[config.mk]
export PLATFORM = sky130hd
export DESIGN_NAME = tec_top
export DESIGN_NICKNAME = d
export VERILOG_FILES = /design/src/core/tec_pkg.sv /design/src/core/tec_prescaler.sv /design/src/core/tec_counter.sv /design/src/core/tec_top.sv
export SDC_FILE = /design/constraint.sdc
export NUM_CORES = 1
export LEC_CHECK = 0
export ABC_CLOCK_PERIOD_IN_PS = 1480
export BUFFER_PORTS_ARGS = -buffer_cell sky130_fd_sc_hd__buf_2
export CAP_MARGIN = 20
export CORE_MARGIN = 2
export CORE_UTILIZATION = 40
export DETAILED_ROUTE_END_ITERATION = 7
export GPL_TIMING_DRIVEN = 0
export PLACE_DENSITY = 0.67
export SETUP_SLACK_MARGIN = 0.05
export SYNTH_ARGS = -nofsm -noshare
export SYNTH_HDL_FRONTEND = slang
export SYNTH_SLANG_ARGS = --single-unit
[constraint.sdc]
create_clock -name clock_i -period 1.48 [get_ports clock_i]
set_input_delay 0.074 -clock clock_i [delete_from_list [all_inputs] [get_ports clock_i]]
set_output_delay 0.074 -clock clock_i [all_outputs]
set_load 0.01 [all_outputs]
[src/core/tec_pkg.sv]
package tec_pkg;

   // ***************************************************
   // register map (byte addresses, one word each)
   // ***************************************************
   localparam logic [3:0] ADDR_MODE = 4'h0;
   localparam logic [3:0] ADDR_MODULO = 4'h4;
   localparam logic [3:0] ADDR_COUNT = 4'h8;
   localparam logic [3:0] ADDR_CTRL = 4'hc;

   // ***************************************************
   // field positions
   // ***************************************************
   localparam int MODE_ENABLE_BIT = 2;
   localparam int MODE_START_BIT = 3;
   localparam int MODE_SRC_LSB = 4;
   localparam int CTRL_OUT_EN_BIT = 0;
   localparam int CTRL_IRQ_BIT = 1;
   localparam int CTRL_EVENT_BIT = 2;
   localparam int CTRL_MASK_BIT = 3;
   localparam int CTRL_OUT_BIT = 4;

   // ***************************************************
   // reset values
   // ***************************************************
   localparam logic [7:0] MODE_RESET = 8'h00;
   localparam logic [7:0] MODULO_RESET = 8'hff;

   // ***************************************************
   // count pulse source dividers (system clock cycles per pulse)
   // ***************************************************
   localparam int CLOCK_HZ = 50000000;
   localparam logic [9:0] DIV_SRC4 = 10'h0200;
   localparam logic [9:0] DIV_SRC5 = 10'h0080;
   localparam logic [9:0] DIV_SRC6 = 10'h0020;
   localparam logic [9:0] DIV_SRC7 = 10'h0008;

   // count pulse source selection (mode bits 6..4)
   typedef enum logic [2:0] {
      TEC_SRC_EVENT = 3'h0,
      TEC_SRC_DIV4 = 3'h4,
      TEC_SRC_DIV5 = 3'h5,
      TEC_SRC_DIV6 = 3'h6,
      TEC_SRC_DIV7 = 3'h7
   } tec_src_e;

   // wishbone request bundle
   typedef struct packed {
      logic cyc;
      logic stb;
      logic we;
      logic [3:0] adr;
      logic [3:0] sel;
      logic [31:0] dat;
   } tec_wb_req_s;

endpackage

[src/core/tec_prescaler.sv]
`timescale 1ns/1ns
`default_nettype none
// divides the system clock into one-cycle pulses at the selected rate, or turns rising event edges into pulses
module tec_prescaler
(
   input wire logic clock_i,
   input wire logic rst_n_i,
   input wire logic [2:0] src_i,
   input wire logic event_i,
   output logic pulse_o
);

   // ***************************************************
   // divider
   // ***************************************************
   logic [9:0] cnt_r;
   logic event_d_r;
   logic [9:0] limit;
   logic tick;
   logic event_rise;

   // select the division ratio of the internal sources
   assign limit = (src_i == 3'h4) ? tec_pkg::DIV_SRC4 :
                  (src_i == 3'h5) ? tec_pkg::DIV_SRC5 :
                  (src_i == 3'h6) ? tec_pkg::DIV_SRC6 : tec_pkg::DIV_SRC7;
   assign tick = (cnt_r >= limit - 10'h0001);
   assign event_rise = event_i & ~event_d_r;

   // free-running divider and event edge detect
   always_ff @(posedge clock_i or negedge rst_n_i)
   begin
      if (!rst_n_i)
      begin
         cnt_r <= 10'h0000;
         event_d_r <= 1'b1; // no false edge from a high idle pin after reset
         pulse_o <= 1'b0;
      end
      else
      begin
         cnt_r <= tick ? 10'h0000 : cnt_r + 10'h0001;
         event_d_r <= event_i;
         pulse_o <= src_i[2] ? tick : event_rise; // external events on rising edge
      end
   end

endmodule
`default_nettype wire

[src/core/tec_counter.sv]
`timescale 1ns/1ns
`default_nettype none
// 8-bit count register with modulo compare
module tec_counter
(
   input wire logic clock_i,
   input wire logic rst_n_i,
   input wire logic clear_i,
   input wire logic pulse_i,
   input wire logic [7:0] modulo_i,
   output logic [7:0] count_o,
   output logic match_o
);

   // ***************************************************
   // counter
   // ***************************************************
   logic hit;

   // match seen on the pulse taken while the count equals the modulo value
   assign hit = pulse_i & (count_o == modulo_i);

   // increment, wrap after match, clear on start
   always_ff @(posedge clock_i or negedge rst_n_i)
   begin
      if (!rst_n_i)
      begin
         count_o <= 8'h00;
         match_o <= 1'b0;
      end
      else
      begin
         match_o <= hit & ~clear_i;
         if (clear_i || hit)
            count_o <= 8'h00;
         else if (pulse_i)
            count_o <= count_o + 8'h01;
      end
   end

endmodule
`default_nettype wire

[src/core/tec_top.sv]
`timescale 1ns/1ns
`default_nettype none

module tec_top
(
   input wire logic clock_i,
   input wire logic nrst_i,
   input wire logic wb_cyc_i,
   input wire logic wb_stb_i,
   input wire logic wb_we_i,
   input wire logic [3:0] wb_adr_i,
   input wire logic [3:0] wb_sel_i,
   input wire logic [31:0] wb_dat_i,
   output logic [31:0] wb_dat_o,
   output logic wb_ack_o,
   input wire logic event_in_pin_i,
   output logic square_out_pin_o,
   output logic shift_clock_o,
   output logic irq_o
);

   // ***************************************************
   // reset release
   // ***************************************************
   logic rst_meta_r;
   logic rst_n_r;

   // two-flop release of the asynchronous reset
   always_ff @(posedge clock_i or negedge nrst_i)
   begin
      if (!nrst_i)
      begin
         rst_meta_r <= 1'b0;
         rst_n_r <= 1'b0;
      end
      else
      begin
         rst_meta_r <= 1'b1;
         rst_n_r <= rst_meta_r;
      end
   end

   // ***************************************************
   // bus decode
   // ***************************************************
   tec_pkg::tec_wb_req_s req;
   logic access;
   logic wr;
   logic rd;
   logic wr_mode;
   logic wr_modulo;
   logic wr_ctrl;
   logic rd_ctrl;

   // bundle the request and decode the strobes
   assign req = '{cyc: wb_cyc_i, stb: wb_stb_i, we: wb_we_i, adr: wb_adr_i,
                  sel: wb_sel_i, dat: wb_dat_i};
   assign access = req.cyc & req.stb & ~wb_ack_o;
   assign wr = access & req.we & req.sel[0];
   assign rd = access & ~req.we;
   assign wr_mode = wr & (req.adr == tec_pkg::ADDR_MODE);
   assign wr_modulo = wr & (req.adr == tec_pkg::ADDR_MODULO);
   assign wr_ctrl = wr & (req.adr == tec_pkg::ADDR_CTRL);
   assign rd_ctrl = rd & (req.adr == tec_pkg::ADDR_CTRL);

   // ***************************************************
   // registers
   // ***************************************************
   logic [7:0] timer_mode_reg_r;
   logic [7:0] timer_mode_reg_nxt;
   logic [7:0] modulo_reg_r;
   logic square_out_enable_flag_r;
   logic toggle_output_flop_r;
   logic timer_irq_flag_r;
   logic irq_mask_r;
   logic start_r;
   logic match;
   logic [7:0] count_reg;
   logic pulse;
   logic count_pulse;
   logic irq_set_sw;
   logic irq_clr_sw;

   // next mode value; the start bit never stays set past one cycle
   always_comb
   begin
      timer_mode_reg_nxt = timer_mode_reg_r;
      timer_mode_reg_nxt[tec_pkg::MODE_START_BIT] = 1'b0;
      if (wr_mode)
         timer_mode_reg_nxt = req.dat[7:0];
   end

   // software set/clear of the interrupt flag
   assign irq_set_sw = wr_ctrl & req.dat[tec_pkg::CTRL_IRQ_BIT];
   assign irq_clr_sw = (wr_ctrl & ~req.dat[tec_pkg::CTRL_IRQ_BIT]) | rd_ctrl;

   // mode, modulo, start pulse and control flags
   always_ff @(posedge clock_i or negedge rst_n_r)
   begin
      if (!rst_n_r)
      begin
         timer_mode_reg_r <= tec_pkg::MODE_RESET;
         modulo_reg_r <= tec_pkg::MODULO_RESET;
         square_out_enable_flag_r <= 1'b0;
         irq_mask_r <= 1'b0;
         start_r <= 1'b0;
      end
      else
      begin
         timer_mode_reg_r <= timer_mode_reg_nxt;
         start_r <= wr_mode & req.dat[tec_pkg::MODE_START_BIT];
         if (wr_modulo)
            modulo_reg_r <= req.dat[7:0];
         if (wr_ctrl)
         begin
            square_out_enable_flag_r <= req.dat[tec_pkg::CTRL_OUT_EN_BIT];
            irq_mask_r <= req.dat[tec_pkg::CTRL_MASK_BIT];
         end
      end
   end

   // toggle flop and sticky interrupt flag; hardware set wins over clear
   always_ff @(posedge clock_i or negedge rst_n_r)
   begin
      if (!rst_n_r)
      begin
         toggle_output_flop_r <= 1'b0;
         timer_irq_flag_r <= 1'b0;
      end
      else
      begin
         if (start_r)
            toggle_output_flop_r <= 1'b0;
         else if (match)
            toggle_output_flop_r <= ~toggle_output_flop_r;
         if (match || irq_set_sw)
            timer_irq_flag_r <= 1'b1;
         else if (irq_clr_sw)
            timer_irq_flag_r <= 1'b0;
      end
   end

   // ***************************************************
   // count path
   // ***************************************************
   // gate count pulses with the enable bit
   assign count_pulse = pulse & timer_mode_reg_r[tec_pkg::MODE_ENABLE_BIT];

   tec_prescaler u_prescaler
   (
      .clock_i(clock_i),
      .rst_n_i(rst_n_r),
      .src_i(timer_mode_reg_r[tec_pkg::MODE_SRC_LSB +: 3]),
      .event_i(event_in_pin_i),
      .pulse_o(pulse)
   );

   // counts 0..modulo so the period is modulo plus one pulses
   tec_counter u_counter
   (
      .clock_i(clock_i),
      .rst_n_i(rst_n_r),
      .clear_i(start_r),
      .pulse_i(count_pulse),
      .modulo_i(modulo_reg_r),
      .count_o(count_reg),
      .match_o(match)
   );

   // ***************************************************
   // read data and outputs
   // ***************************************************
   logic [7:0] ctrl_view;
   logic [31:0] rd_data;

   // control/status view
   assign ctrl_view = {3'h0, toggle_output_flop_r, irq_mask_r,
                       event_in_pin_i, timer_irq_flag_r, square_out_enable_flag_r};
   assign rd_data = (req.adr == tec_pkg::ADDR_MODE) ? {24'h00_0000, timer_mode_reg_r} :
                    (req.adr == tec_pkg::ADDR_MODULO) ? {24'h00_0000, modulo_reg_r} :
                    (req.adr == tec_pkg::ADDR_COUNT) ? {24'h00_0000, count_reg} :
                    (req.adr == tec_pkg::ADDR_CTRL) ? {24'h00_0000, ctrl_view} :
                    32'h0000_0000;

   // registered ack, read data and pins
   always_ff @(posedge clock_i or negedge rst_n_r)
   begin
      if (!rst_n_r)
      begin
         wb_ack_o <= 1'b0;
         wb_dat_o <= 32'h0000_0000;
         square_out_pin_o <= 1'b0;
         shift_clock_o <= 1'b0;
         irq_o <= 1'b0;
      end
      else
      begin
         wb_ack_o <= access;
         wb_dat_o <= rd ? rd_data : 32'h0000_0000;
         square_out_pin_o <= square_out_enable_flag_r & toggle_output_flop_r;
         shift_clock_o <= toggle_output_flop_r;
         irq_o <= timer_irq_flag_r & irq_mask_r;
      end
   end

endmodule
`default_nettype wire

==> run summary <==
Drc violations: 0
Synth Cell Area: 2799 sq um
Clock power share: 26.6%
Drt total wl: 5.773 mm
Maximum operating frequency: 0.5471 GHz
Critical Path Sink Type: register
Area leader, netlist: dfrtp_1
Crit Path Class: register to register
Clock Latency Late Sink: 0.31 ns
Clock sinks: 55
Worst IR Drop VDD: 0.0007197 V
Max clock buf depth: 2
Post-synth cell types: 46
Iteration-0 DRC Markers: 90
Vert. Die Dim: 87.65 um
Antenna fix cells: 0
Commonest non-fill, non-tap cell in the layout: dfrtp_1
IO buf count: 30
CTS tree: done
Pin count of the biggest net entering global routing: 39
P_leak: 1.715 nW
Via density: 4.719
Crit share post-route: 123.5%
Setup Viol. Count Final: 26
Critical Path RT: 1.68 ns
Cell internal pwr: 2.714 mW
Layout cells sized above 1: 45.43%
Placed cell count: 398
Area growth syn-to-layout: 32.19%
Mean Syn Cell Area: 11.29 sq um
Post-DRT Antenna Nets: 0
# rows: 30
Clk_skew: 0.01055 ns
Most frequent cells in the layout: dfrtp_1 (41), buf_4 (34), buf_2 (30), conb_1 (25), nor2_1 (18)
Crit path arrival time: 2.03 ns
Reg clk slew, reported paths: 0.10 ns
Layout Nets: 379
Hold Fails Final Rpt: 0
Seq pwr share: 49.4%
Post-synthesis register bit count: 55
Failing checks: setup timing
Number of synthesized flops with an enable pin: 0
Final Critical Period: 1.828 ns
Net switching power: 1.113 mW
CTS Buf Count: 5
Setup_tns: -3.833 ns
Global-route usage over all layers: 16.28%
Placeable Area: 6794 sq um
Combinational share of power: 24.0%
DR pass1 iterations: 4
Cells after Synth: 248
Final std cells w/o fill: 424
IO Pins: 82
Top cells by area, synth: dfrtp_1 (41%), dfstp_2 (8.4%), mux2_2 (6.8%)
Initial Utilization: 41.20%
Critical path fanouts, max: 8
# H-tree levels: 2
Sequential fraction of the synthesis area: 49.58%
Synth top area share: 41.13%
Initial antenna violation count: 0
Routability Congestion: 0.8498
Max-Cap Viols: 0
Die footprint: 7683 sq um
First-pass GRT wire length: 9.577 mm
Via Count: 2001
Grt total ovfl: 0
Outcome: complete, but fails checks
Asr flop ratio synth: 100.0%
Routed WL per cell: 13.62 um
RSZ-0062 raised after global routing: yes
Slew Viols, Final: 0
Final WS setup: -0.3478 ns
Synth warn: 0
Power density cells: 1035 nW/um^2
Top_reg_cell synth: dfrtp_1
DP Worst Slack: -0.5050 ns
Die width: 87.65 um
Vias in the first global route: 1893
Hold Path Class: primary input to register
Switching share of power: 29.09%
DP Wirelength: 4.038 mm
Clk root buf: clkbuf_8
CP Launch Type: register
-- per-layer routing --
layer / up-vias / wire length [um] / GRT usage (%)
met4: 0 / 113 / 5.734
li1: 973 / - / -
met2: 44 / 3021 / 27.62
met3: 9 / 203 / 2.828
met5: - / 0 / 0
met1: 975 / 2435 / 21.01
-- stage by stage --
step	area (sq um)	total power [mW]	hold WS, ns	util [%]
6_report	3700	3.828	0.01485	54.46
5_1_grt	3700	4.050	0.009522	54.46
4_1_cts	3608	3.818	0.008261	53.11
3_5_place_dp	3268	2.677	-0.1391	48.10
3_3_place_gp	3248	2.647	-0.1405	47.81
2_1_floorplan	2978	2.454	-0.2216	-
-- logic make-up after synthesis --
logic type / share of synthesized area [%]
and+or+nand+nor: 15.56
DFF: 49.58
buffers and inverters: 7.778
AOI/OAI and AO/OA: 6.705
muxes: 10.86
xor gates and xnor gates: 6.571
adders and majority gates: 2.682
other: 0.2683
-- path summary, 6_finish.rpt --
kind / startpoint / end / slack [ns] / cells after the start
setup / recovery: timer_mode_reg_r[5] / u_prescaler.cnt_r[4] / -0.35 / 8
hold / removal: wb_dat_i[2] / modulo_reg_r[2] / 0.01 / 2
setup reg to reg: timer_mode_reg_r[5] / u_prescaler.cnt_r[4] / -0.35 / 8
hold reg to reg: rst_n_r / wb_dat_o[0] / 0.18 / 0
max in group asynchronous: rst_n_r / modulo_reg_r[6] / 0.71 / 1
min in group asynchronous: nrst_i / rst_n_r / 0.07 / 2
-- state kept, by name, summed over array words and instances, names as in the netlist --
register,flops
u_prescaler.cnt_r,10
modulo_reg_r,8
timer_mode_reg_r,8
u_counter.count_o,8
wb_dat_o,8
irq_mask_r,1
irq_o,1
rst_meta_r,1
rst_n_r,1
shift_clock_o,1
square_out_enable_flag_r,1
square_out_pin_o,1
timer_irq_flag_r,1
toggle_output_flop_r,1
u_counter.match_o,1
u_prescaler.event_d_r,1
u_prescaler.pulse_o,1
wb_ack_o,1
-- synthesized netlist by cell type (all sizes together), types with 2 or more instances --
cell    number
a21oi       11
dfstp        9
nor2        26
or3          2
nand4        3
dfrtp       46
nand2b       2
nand2       12
or2          2
nor3         7
conb         2
o21ai        4
mux4         5
o21a         3
buf         25
ha           6
and2         2
nor4         2
nor2b        7
xnor2        9
xor2        12
mux2        17
inv          7
nand3        8
-- final cells by class --
class	count	area [sq um]
Clock inverter	2	35.03
Buffer	26	191.4
Fill cell	569	3094
Multi-Input combinational cell	183	1505
Tap cell	96	120.1
Sequential cell	55	1394
Timing Repair Buffer	49	345.3
Clock buffer	6	82.58
Inverter	7	26.28
-- worst max-delay path, cell delays in order (launching register included) --
cell and delay, ns:
dfrtp_1 0.41, nand2b_4 0.16, or2_4 0.23, ha_4 0.29, o21a_1 0.15, o21ai_2 0.08, o31ai_4 0.17, buf_6 0.17
nor3b_4 0.05
-- power by group through the flow --
stage	registers, mW	logic [mW]	clock network [mW]
after detailed placement	1.91	0.764	0
after floorplan	1.87	0.581	0
after global routing	1.93	1.02	1.10
final	1.89	0.919	1.02
after global placement	1.93	0.721	0
after CTS	1.89	0.879	1.05
-- what timing repair did --
item / 4_1_cts / 5_1_grt
pin swaps: 19 / 11
hold buffers: 2 / 0
gates resized for setup: 25 / 15
cloned: 0 / 0
endpoints found under the hold margin: 3 / 0
buffers inserted: 14 / 2
setup endpoints to repair: 36 / 42
Note: power is estimated with default switching activity, not from simulation.
